File: src/swmon_defs.svh
`ifndef SWMON_DEFS_SVH
`define SWMON_DEFS_SVH

// ==========================================================
// Serial word layout
`define WORD_BITS 24
`define BIT_CNT_W 5
`define ST_INT_BIT 23
`define ST_THERM_BIT 22
`define ST_SP_LSB 14
`define ST_SG_LSB 0
`define SP_COUNT 8
`define SG_COUNT 14
`define SW_COUNT 22

// ==========================================================
// Timing
`define CLK_KHZ 40000
`define WET_PULSE_MS 16
`define WET_PULSE_CYC (`WET_PULSE_MS * `CLK_KHZ)
`define SCAN_US 200
`define SCAN_CYC ((`SCAN_US * `CLK_KHZ) / 1000)
`define SCAN_PERIOD_US 10000
`define SCAN_PERIOD_CYC ((`SCAN_PERIOD_US * `CLK_KHZ) / 1000)
`define TMR_W 20

`endif

File: src/swmon_pkg.sv
package swmon_pkg;

    // ======================================================
    // Operating mode
    typedef enum logic [0:0] {
        MODE_NORMAL = 1'b0, // Awake, SPI programmable
        MODE_SLEEP = 1'b1 // Low power, periodic scan
    } mode_t;

endpackage

File: src/spi_link_if.sv
`timescale 1ns/1ps
`include "swmon_defs.svh"

// ==========================================================
// Events and data between edge logic and shift register
interface spi_link_if;
    logic cs_fall; // Chip select fell, synced pulse
    logic cs_rise; // Chip select rose, synced pulse
    logic sclk_rise; // Serial clock rose, synced pulse
    logic sclk_fall; // Serial clock fell, synced pulse
    logic si_bit; // Synced serial input
    logic [`WORD_BITS-1:0] load_word; // Status to capture
    logic so_bit; // Serial output data
    logic so_oe; // Serial output driver enable
    logic [`WORD_BITS-1:0] rx_word; // Shifted-in command
    logic [`BIT_CNT_W-1:0] bit_cnt; // Bits shifted this frame

    modport ctl (
        output cs_fall, cs_rise, sclk_rise, sclk_fall, si_bit,
        output load_word,
        input so_bit, so_oe, rx_word, bit_cnt
    );
    modport shf (
        input cs_fall, cs_rise, sclk_rise, sclk_fall, si_bit,
        input load_word,
        output so_bit, so_oe, rx_word, bit_cnt
    );
endinterface

File: src/spi_word_shifter.sv
`timescale 1ns/1ps
`include "swmon_defs.svh"

// ==========================================================
// Shared 24-bit shift register: status out, command in
module spi_word_shifter
    import swmon_pkg::*;
(
    input wire logic clk, // System clock
    input wire logic nrst, // Async reset, active low
    spi_link_if.shf lnk // Edge events and data
);

    // ======================================================
    // State
    logic [`WORD_BITS-1:0] shift_r, shift_nxt; // Shift register
    logic so_r, so_nxt; // Output bit
    logic oe_r, oe_nxt; // Output enable, also frame active
    logic [`BIT_CNT_W-1:0] cnt_r, cnt_nxt; // Received bits

    // Next-state logic
    always_comb begin
        shift_nxt = shift_r;
        so_nxt = so_r;
        oe_nxt = oe_r;
        cnt_nxt = cnt_r;
        if (lnk.cs_fall) begin
            // Capture status, open the driver
            shift_nxt = lnk.load_word;
            oe_nxt = 1'b1;
            cnt_nxt = '0;
        end else if (lnk.cs_rise) begin
            // Release the driver
            oe_nxt = 1'b0;
        end else if (oe_r) begin
            // Frame active: clock edges act
            if (lnk.sclk_rise) begin
                so_nxt = shift_r[`WORD_BITS-1];
            end
            if (lnk.sclk_fall) begin
                shift_nxt = {shift_r[`WORD_BITS-2:0], lnk.si_bit};
                if (cnt_r != '1) begin
                    cnt_nxt = cnt_r + 1'b1;
                end
            end
        end
        // Frame idle: clock and data ignored
    end

    // Registers
    always_ff @(posedge clk or negedge nrst) begin
        if (!nrst) begin
            shift_r <= '0;
            so_r <= 1'b0;
            oe_r <= 1'b0;
            cnt_r <= '0;
        end else begin
            shift_r <= shift_nxt;
            so_r <= so_nxt;
            oe_r <= oe_nxt;
            cnt_r <= cnt_nxt;
        end
    end

    assign lnk.so_bit = so_r;
    assign lnk.so_oe = oe_r;
    assign lnk.rx_word = shift_r;
    assign lnk.bit_cnt = cnt_r;

endmodule

File: src/switch_monitor_spi_wake_port.sv
// Behaviour
// - CS fall: enable SO, capture switches, alert
// - CS rise: SO back to high impedance
// - CS rise clears alert unless new change
// - Command applied only at CS rise
// - CS fall wakes sleep if logic supply present; data maybe invalid
// - SI sampled on SCLK falling edge
// - SO advances on SCLK rise, sampled falling
// - CS high: ignore SCLK, SI; SO tri-stated
// - Open switch reads zero, closed one
// - First SCLK rise presents bit 24
// - Both words MSB first, one register
// - Normal mode: enabled change asserts alert
// - Interrupt bit captured at CS fall
// - Only detecting device reports interrupt bit
// - Sleep, wake high, logic supply present: alert fall wakes
// - Power enable low normal, high sleep
// - Power enable fall wakes, alert gated
// - Wetting pulse lasts 16 ms
// - Sleep scans switches, 200 us window
// - Every response carries switches, flags
`timescale 1ns/1ps
`include "swmon_defs.svh"

module switch_monitor_spi_wake_port
    import swmon_pkg::*;
#(
    parameter logic [`TMR_W-1:0] WET_CYC = `TMR_W'(`WET_PULSE_CYC),
    parameter logic [`TMR_W-1:0] SCAN_CYC = `TMR_W'(`SCAN_CYC),
    parameter logic [`TMR_W-1:0] SCAN_PERIOD =
        `TMR_W'(`SCAN_PERIOD_CYC)
) (
    input wire logic clk, // System clock, 40 MHz
    input wire logic nrst, // Power-on reset, active low
    input wire logic cs_n, // Chip select pin
    input wire logic sclk, // Serial clock pin
    input wire logic si, // Serial data in pin
    output logic so_o, // Serial data out
    output logic so_oe, // Serial out driver enable
    input wire logic int_n_i, // Alert line level
    output logic int_n_o, // Alert drive value, always low
    output logic int_n_oe, // Alert pull-down enable
    input wire logic wake_n_i, // Power enable line level
    output logic wake_n_o, // Power enable drive, always low
    output logic wake_n_oe, // Power enable pull-down enable
    input wire logic vdd_present, // Logic supply present
    input wire logic thermal_flag, // Over-temperature flag
    input wire logic [`SP_COUNT-1:0] programmable_switch_inputs, // Comp.
    input wire logic [`SG_COUNT-1:0] ground_switch_inputs, // Comparators
    input wire logic [`SP_COUNT-1:0] sp_battery_sel, // 1: to battery
    input wire logic [`SW_COUNT-1:0] int_enable, // Change alert enables
    input wire logic sleep_req, // Enter sleep, pulse
    output logic [`WORD_BITS-1:0] cmd_word, // Applied command
    output logic cmd_valid, // New command, pulse
    output logic sleep_mode, // Device is asleep
    output logic wetting_on, // Wetting pulse active
    output logic scan_active, // Sleep scan window
    output logic wake_xfer_suspect // Frame began by a wake
);

    // ======================================================
    // Pin synchronisers
    localparam int PIN_W = `SW_COUNT + 6; // Pins to sync
    localparam int P_CS = `SW_COUNT; // Bit positions in vector
    localparam int P_SCLK = `SW_COUNT + 1;
    localparam int P_SI = `SW_COUNT + 2;
    localparam int P_INT = `SW_COUNT + 3;
    localparam int P_WAKE = `SW_COUNT + 4;
    localparam int P_VDD = `SW_COUNT + 5;

    logic [PIN_W-1:0] pins; // Raw pin vector
    logic [PIN_W-1:0] meta_r, meta_nxt; // First stage
    logic [PIN_W-1:0] sync_r, sync_nxt; // Second stage
    logic [PIN_W-1:0] last_r, last_nxt; // Edge history
    logic therm_meta_r, therm_sync_r; // Thermal flag chain
    logic therm_meta_nxt, therm_sync_nxt;

    assign pins = {vdd_present, wake_n_i, int_n_i, si, sclk, cs_n,
        programmable_switch_inputs, ground_switch_inputs};

    // Two-flop chain, then an edge history stage
    always_comb begin
        meta_nxt = pins;
        sync_nxt = meta_r;
        last_nxt = sync_r;
        therm_meta_nxt = thermal_flag;
        therm_sync_nxt = therm_meta_r;
    end

    // Synchroniser registers; idle levels at reset
    always_ff @(posedge clk or negedge nrst) begin
        if (!nrst) begin
            meta_r <= {6'h39, `SW_COUNT'h0};
            sync_r <= {6'h39, `SW_COUNT'h0};
            last_r <= {6'h39, `SW_COUNT'h0};
            therm_meta_r <= 1'b0;
            therm_sync_r <= 1'b0;
        end else begin
            meta_r <= meta_nxt;
            sync_r <= sync_nxt;
            last_r <= last_nxt;
            therm_meta_r <= therm_meta_nxt;
            therm_sync_r <= therm_sync_nxt;
        end
    end

    // ======================================================
    // Edge events and switch decoding
    logic cs_fall, cs_rise, sclk_rise, sclk_fall; // Link events
    logic int_fall, wake_fall; // Shared line falls
    logic vdd_s, int_s, wake_s; // Synced levels
    logic [`SP_COUNT-1:0] sp_s; // Synced programmable inputs
    logic [`SG_COUNT-1:0] sg_s; // Synced ground inputs
    logic [`SW_COUNT-1:0] closed; // 1 = switch closed

    assign cs_fall = last_r[P_CS] & ~sync_r[P_CS];
    assign cs_rise = ~last_r[P_CS] & sync_r[P_CS];
    assign sclk_rise = ~last_r[P_SCLK] & sync_r[P_SCLK];
    assign sclk_fall = last_r[P_SCLK] & ~sync_r[P_SCLK];
    assign int_fall = last_r[P_INT] & ~sync_r[P_INT];
    assign wake_fall = last_r[P_WAKE] & ~sync_r[P_WAKE];
    assign vdd_s = sync_r[P_VDD];
    assign int_s = sync_r[P_INT];
    assign wake_s = sync_r[P_WAKE];
    assign sp_s = sync_r[`SW_COUNT-1:`SG_COUNT];
    assign sg_s = sync_r[`SG_COUNT-1:0];

    // Battery inputs close high, ground inputs close low
    genvar gi;
    generate
        for (gi = 0; gi < `SP_COUNT; gi++) begin : g_sp
            assign closed[`SG_COUNT+gi] = sp_battery_sel[gi] ?
                sp_s[gi] : ~sp_s[gi];
        end
    endgenerate
    assign closed[`SG_COUNT-1:0] = ~sg_s;

    // ======================================================
    // Shift register link
    spi_link_if lnk ();

    logic alert_r, alert_nxt; // Own alert, also interrupt bit

    assign lnk.cs_fall = cs_fall;
    assign lnk.cs_rise = cs_rise;
    assign lnk.sclk_rise = sclk_rise;
    assign lnk.sclk_fall = sclk_fall;
    assign lnk.si_bit = sync_r[P_SI];
    // Status word: own alert, thermal, switch states
    assign lnk.load_word = {alert_r, therm_sync_r, closed};

    spi_word_shifter u_shifter (
        .clk (clk),
        .nrst (nrst),
        .lnk (lnk)
    );

    // ======================================================
    // Mode, alert and command state
    mode_t mode_r, mode_nxt; // Operating mode
    logic [`SW_COUNT-1:0] prev_r, prev_nxt; // Last seen switches
    logic chg_cs_r, chg_cs_nxt; // Change while CS low
    logic [`WORD_BITS-1:0] cmd_r, cmd_nxt; // Applied command
    logic cmd_v_r, cmd_v_nxt; // Command pulse
    logic suspect_r, suspect_nxt; // Wake frame marker
    logic change; // Enabled change, normal mode
    logic scan_change; // Change seen at scan end
    logic scan_end; // Last cycle of scan period
    logic wake_evt; // Any wake source

    assign change = (mode_r == MODE_NORMAL) &&
        ((closed ^ prev_r) & int_enable) != '0;
    assign scan_change = ((closed ^ prev_r) & int_enable) != '0;

    // Wake sources while asleep
    always_comb begin
        wake_evt = 1'b0;
        if (mode_r == MODE_SLEEP) begin
            if (cs_fall && vdd_s) begin
                wake_evt = 1'b1;
            end
            if (int_fall && wake_s && vdd_s) begin
                wake_evt = 1'b1;
            end
            if (wake_fall && (!vdd_s || int_s)) begin
                wake_evt = 1'b1;
            end
            if (scan_end && scan_change) begin
                wake_evt = 1'b1;
            end
        end
    end

    // Next mode, alert, command state
    always_comb begin
        mode_nxt = mode_r;
        prev_nxt = prev_r;
        alert_nxt = alert_r;
        chg_cs_nxt = chg_cs_r;
        cmd_nxt = cmd_r;
        cmd_v_nxt = 1'b0;
        suspect_nxt = suspect_r;
        unique case (mode_r)
            MODE_NORMAL: begin
                // Track switches continuously
                prev_nxt = closed;
                if (sleep_req) begin
                    mode_nxt = MODE_SLEEP;
                end
            end
            MODE_SLEEP: begin
                // Compare only at end of each scan
                if (scan_end) begin
                    prev_nxt = closed;
                end
                if (wake_evt) begin
                    mode_nxt = MODE_NORMAL;
                    prev_nxt = closed;
                end
            end
        endcase
        // Change flag during frame; new frame restarts it
        if (cs_fall) begin
            chg_cs_nxt = 1'b0;
        end
        if (change && sync_r[P_CS] == 1'b0) begin
            chg_cs_nxt = 1'b1;
        end
        // Alert clears at CS rise unless changed in frame
        if (cs_rise && !chg_cs_r) begin
            alert_nxt = 1'b0;
        end
        if (change) begin
            alert_nxt = 1'b1;
        end
        // Complete word becomes the command at CS rise
        if (cs_rise && lnk.bit_cnt == `BIT_CNT_W'(`WORD_BITS)) begin
            cmd_nxt = lnk.rx_word;
            cmd_v_nxt = 1'b1;
        end
        // Frame opened by a wake may carry stale status
        if (cs_fall) begin
            suspect_nxt = (mode_r == MODE_SLEEP) && vdd_s;
        end
    end

    // Mode and alert registers; reset lands in normal mode
    always_ff @(posedge clk or negedge nrst) begin
        if (!nrst) begin
            mode_r <= MODE_NORMAL;
            prev_r <= '0;
            alert_r <= 1'b0;
            chg_cs_r <= 1'b0;
            cmd_r <= '0;
            cmd_v_r <= 1'b0;
            suspect_r <= 1'b0;
        end else begin
            mode_r <= mode_nxt;
            prev_r <= prev_nxt;
            alert_r <= alert_nxt;
            chg_cs_r <= chg_cs_nxt;
            cmd_r <= cmd_nxt;
            cmd_v_r <= cmd_v_nxt;
            suspect_r <= suspect_nxt;
        end
    end

    // ======================================================
    // Wetting pulse and sleep scan timers
    logic [`TMR_W-1:0] wet_r, wet_nxt; // Wetting time left
    logic [`TMR_W-1:0] per_r, per_nxt; // Scan period countdown

    assign scan_end = (mode_r == MODE_SLEEP) && per_r == '0;

    // Timer next values
    always_comb begin
        wet_nxt = wet_r;
        per_nxt = per_r;
        if (mode_r == MODE_SLEEP) begin
            // Wetting off asleep; period runs
            wet_nxt = '0;
            if (wake_evt) begin
                wet_nxt = WET_CYC;
            end
            per_nxt = (per_r == '0) ? SCAN_PERIOD - 1'b1 :
                per_r - 1'b1;
        end else begin
            // Pulse counts down once after wake
            if (wet_r != '0) begin
                wet_nxt = wet_r - 1'b1;
            end
            per_nxt = SCAN_PERIOD - 1'b1;
        end
    end

    // Timer registers; pulse runs from power-on
    always_ff @(posedge clk or negedge nrst) begin
        if (!nrst) begin
            wet_r <= WET_CYC;
            per_r <= SCAN_PERIOD - 1'b1;
        end else begin
            wet_r <= wet_nxt;
            per_r <= per_nxt;
        end
    end

    // ======================================================
    // Outputs
    assign so_o = lnk.so_bit;
    assign so_oe = lnk.so_oe;
    assign int_n_o = 1'b0;
    assign int_n_oe = alert_r;
    assign wake_n_o = 1'b0;
    assign wake_n_oe = (mode_r == MODE_NORMAL);
    assign cmd_word = cmd_r;
    assign cmd_valid = cmd_v_r;
    assign sleep_mode = (mode_r == MODE_SLEEP);
    assign wetting_on = (wet_r != '0);
    assign scan_active = (mode_r == MODE_SLEEP) && per_r < SCAN_CYC;
    assign wake_xfer_suspect = suspect_r;

endmodule

File: config.mk
export PLATFORM = sky130hd
export DESIGN_NAME = switch_monitor_spi_wake_port
export DESIGN_NICKNAME = d
export VERILOG_FILES = /design/src/swmon_pkg.sv /design/src/spi_link_if.sv /design/src/spi_word_shifter.sv /design/src/switch_monitor_spi_wake_port.sv
export VERILOG_INCLUDE_DIRS = /design/src /design/src/src
export SDC_FILE = /design/constraint.sdc
export NUM_CORES = 1
export LEC_CHECK = 0
export ABC_AREA = 1
export BUFFER_PORTS_ARGS = -buffer_cell sky130_fd_sc_hd__buf_4
export CAP_MARGIN = 20
export CORE_AREA = 4 4 178 163
export CTS_BUF_LIST = sky130_fd_sc_hd__clkbuf_8
export CTS_CLUSTER_DIAMETER = 50
export DETAILED_ROUTE_END_ITERATION = 10
export DIE_AREA = 0 0 182 167
export PLACE_DENSITY = 0.42
export SETUP_SLACK_MARGIN = 0.2
export SYNTH_ARGS = -nofsm -noshare
export SYNTH_HDL_FRONTEND = slang
export SYNTH_SLANG_ARGS = --single-unit
File: constraint.sdc
create_clock -name clk -period 2.2 [get_ports clk]
set_clock_uncertainty 0.05 [all_clocks]
set_input_delay 0 -clock clk [delete_from_list [all_inputs] [get_ports clk]]
set_output_delay 0 -clock clk [all_outputs]
set_load 0.01 [all_outputs]
==> flow_metrics.py <==
metrics = {
    "outcome": {
        "status": "finished clean",
    },
    "worst_setup_path": {
        "timing.rr.end": "prev_r[15]$_DFFE_PN0P_",
        "crit_type": "reg2reg",
        "required_ns": 2.50,
        "crit_path_end": "prev_r[15]$_DFFE_PN0P_",
        "crit_fanout": 22,
        "regToRegSetupSlack_ns": 0.35,
        "crit_path_start_kind": "flip-flop",
        "endpoint_kind": "flip-flop",
        "cp_data_arrival_time_ns": 2.15,
        "regToRegStartpoint": "per_r[0]$_DFF_PN1_",
        "reg2reg_depth": 10,
        "crit_path_start": "per_r[0]$_DFF_PN1_",
    },
    "clock_tree": {
        "cts_max_level": 4,
        "clock_path_buffers": 2,
        "worstSkewPairLatency_ns": 0.47,
        "clkTransAtPathRegs_ns": 0.10,
        "root_buffer": "clkbuf_8",
        "cts_buffers": 17,
        "clkSinkCount": 184,
        "cts_tree": "done",
    },
    "global_route": {
        "grt_pass1_vias": 5908,
        "grt_max_degree": 62,
        "grt_remaining_overflow": 0,
        "use_met1_pct": 18.8,
        "globalRouteMet2Util_pct": 19.4,
        "antenna_found_initial": 0,
        "track_usage_pct": 12.9,
        "grt_pass1_wl_um": 31300,
        "grtUsageMet3_pct": 2.79,
        "grt-busiest-layer": "met2",
    },
    "floorplan": {
        "fp.coreArea_um2": 26900,
        "io_pins": 97,
        "num_rows": 57,
        "fp.dieW_um": 182,
        "die_height_um": 167,
        "die_area_um2": 30400,
        "start_util_pct": 29.9,
    },
    "placed_design": {
        "dpl_worst_slack_ns": 0.260,
        "portBuffers": 94,
        "place.gp.congestion": 0.778,
        "dp_hpwl_um": 13300,
    },
    "timing": {
        "min_period_ns": 1.85,
        "drv_slew": 0,
        "layout_setup_ws_ns": 0.353,
        "fin_tns_setup_ns": 0,
        "fin_crit_sh_pct": 83.9,
        "rsz0062_at_grt": "yes",
        "hold_violations": 0,
        "clock.fmax_ghz": 0.542,
        "finalSetupViolations": 0,
    },
    "finish": {
        "area_growth_pct": 24.9,
        "n_antenna_cell": 0,
        "nets": 1064,
        "drive_above_1_share_pct": 23.7,
    },
    "synth": {
        "ys_seq_area_share_pct": 57.8,
        "synth_area_um2": 8030,
        "synth_area_per_cell_um2": 9.44,
        "synth_warnings": 0,
        "syn_inst": 851,
        "synth-edff-count": 0,
        "synth_flop_cell": "dfrtp_1",
        "synth.ff_latch_count": 184,
        "async_reset_ff_share_pct": 100,
        "synth_cell_type_count": 46,
    },
    "power": {
        "power.density_nw_per_um2": 900,
        "peakVddDrop_uv": 508,
        "finalPower_uw": 9030,
        "power_leakage_uw": 0.00488,
    },
    "detailed_routing": {
        "wirelength_um": 19100,
        "remaining_drc_errors": 0,
        "dr.pass1.iters": 4,
        "wire_per_inst_um": 14.0,
        "drtIter0Drc": 329,
        "via_per_inst": 4.29,
        "vias": 5829,
        "detail-route-antenna-nets": 0,
    },
    "run": {
        "cap_violations": 0,
    },
    "hold_path": {
        "hp-class": "in2reg",
    },
}
-- stage by stage --
| step | instance area, µm² | utilization, % | hold slack [ns] | instances |
|---|---|---|---|---|
| 2_1_floorplan | 8030 | - | -0.346 | 852 |
| 3_3_place_gp | 9180 | 34.2 | -0.0936 | 1286 |
| 3_5_place_dp | 9180 | 34.2 | -0.0903 | 1286 |
| 4_1_cts | 10000 | 37.2 | 0.0316 | 1359 |
| 5_1_grt | 10000 | 37.3 | 0.0579 | 1360 |
| 6_report | 10000 | 37.3 | 0.0483 | 1360 |
-- registers in the layout, summed over array words and instances (netlist names) --
| signal | flops |
|---|---|
| chg_cs_r | 1 |
| cmd_valid | 1 |
| cmd_word | 24 |
| int_n_oe | 1 |
| last_nxt | 28 |
| last_r | 4 |
| meta_r | 28 |
| per_r | 20 |
| prev_r | 22 |
| sleep_mode | 1 |
| therm_meta_r | 1 |
| therm_sync_r | 1 |
| u_shifter.lnk.bit_cnt | 5 |
| u_shifter.lnk.rx_word | 24 |
| u_shifter.lnk.so_bit | 1 |
| u_shifter.lnk.so_oe | 1 |
| wake_xfer_suspect | 1 |
| wet_r | 20 |
-- worst min path at each step --
stage | startpoint | to | slack [ns] | cells after the start
5_1_grt | int_enable[17] | int_n_oe$_DFFE_PN0P_ | 0.06 | 7
6_report | int_enable[15] | int_n_oe$_DFFE_PN0P_ | 0.05 | 7
4_1_cts | int_enable[16] | int_n_oe$_DFFE_PN0P_ | 0.03 | 7
3_3_place_gp | nrst | meta_r[17]$_DFF_PN0_ | -0.09 | 1
2_1_floorplan | nrst | chg_cs_r$_DFFE_PN0P_ | -0.35 | 0
3_5_place_dp | nrst | meta_r[17]$_DFF_PN0_ | -0.09 | 1
-- kinds of logic (layout without fill, tap and decap cells) --
family / after synthesis / in the layout / share of synthesized area, %
other: 1 / 2 / 0.0467
xor gates and xnor gates: 18 / 18 / 1.96
DFF: 184 / 184 / 57.8
AOI/OAI and AO/OA: 144 / 144 / 10.9
buffers and inverters: 150 / 303 / 7.90
and+or+nand+nor: 345 / 346 / 20.0
adders and majority gates: 9 / 9 / 1.40
-- synth_stat cells, types with 7 or more instances --
master / number / area, µm²
nand4_1: 7 / 43.8
o21ai_0: 40 / 200
nor2_1: 71 / 267
nand2_2: 19 / 119
nor3_1: 12 / 60.1
clkbuf_1: 12 / 45.0
dfrtp_1: 156 / 3900
ha_1: 9 / 113
inv_1: 122 / 458
nand3_1: 51 / 255
xnor2_1: 7 / 61.3
xor2_1: 11 / 96.3
o211ai_1: 24 / 180
o21ai_2: 18 / 158
dfstp_2: 28 / 736
nor2_2: 11 / 68.8
a21oi_1: 47 / 235
nand2_1: 154 / 578
-- per-layer routing --
| metal | vias up | part of all wire (%) | routed length, µm |
|---|---|---|---|
| li1 | 2995 | - | - |
| met1 | 2760 | 51 | 9730 |
| met2 | 65 | 45 | 8610 |
| met3 | 9 | 2.9 | 555 |
| met4 | 0 | 0.98 | 187 |
| met5 | - | 0 | 0 |
-- placed cells by master (no fill, tap or decap), types with 3 or more instances in the layout --
master	n
nor2_1	70
nand4_1	7
o21ai_2	18
nand2_2	19
dfrtp_1	155
o21ai_1	7
o21ai_0	39
dlygate4sd3_1	39
nor2_2	12
xor2_1	11
dfstp_2	28
nand3_2	3
xnor2_1	7
clkbuf_8	18
inv_1	123
nor2_4	4
o211ai_1	24
buf_4	98
nand3_1	51
ha_1	8
nor3_1	11
a21oi_1	46
a211oi_1	4
nand2_1	154
inv_6	8
buf_12	6
-- cell type report --
| class | instances | area, µm² |
|---|---|---|
| fill | 2742 | 16900 |
| inverter | 126 | 475 |
| tap | 354 | 443 |
| sequential | 184 | 4640 |
| timing repair buffer | 145 | 1270 |
| multi-input combinational | 519 | 2800 |
| clock inverter | 15 | 164 |
| clock buffer | 17 | 234 |
-- power by group --
group	total (µW)	leakage [µW]	switching (µW)	internal [µW]
sequential	4210	0.00225	300	3910
clock	2390	0.000210	1350	1040
combinational	2420	0.00242	1520	902
total	9030	0.00488	3170	5860
-- repair_timing --
action,in CTS,in global routing
setup buffers,1,0
hold buffers,40,0
endpoints found under the hold margin,217,0
gates cloned,0,1
pin swaps,1,1
resized for setup,1,6
endpoints found under the setup margin,2,28
-- worst max-delay path, stage by stage, from the launching register on --
cell and delay (ns):
dfstp_2 0.58, inv_1 0.07, ha_1 0.19, nand4_1 0.10
nor3_2 0.05, nand3_2 0.08, nand2_4 0.10, inv_4 0.15
nand2_8 0.16, nand2_1 0.10, o21ai_0 0.07
Note: power is estimated with default switching activity, not from simulation.
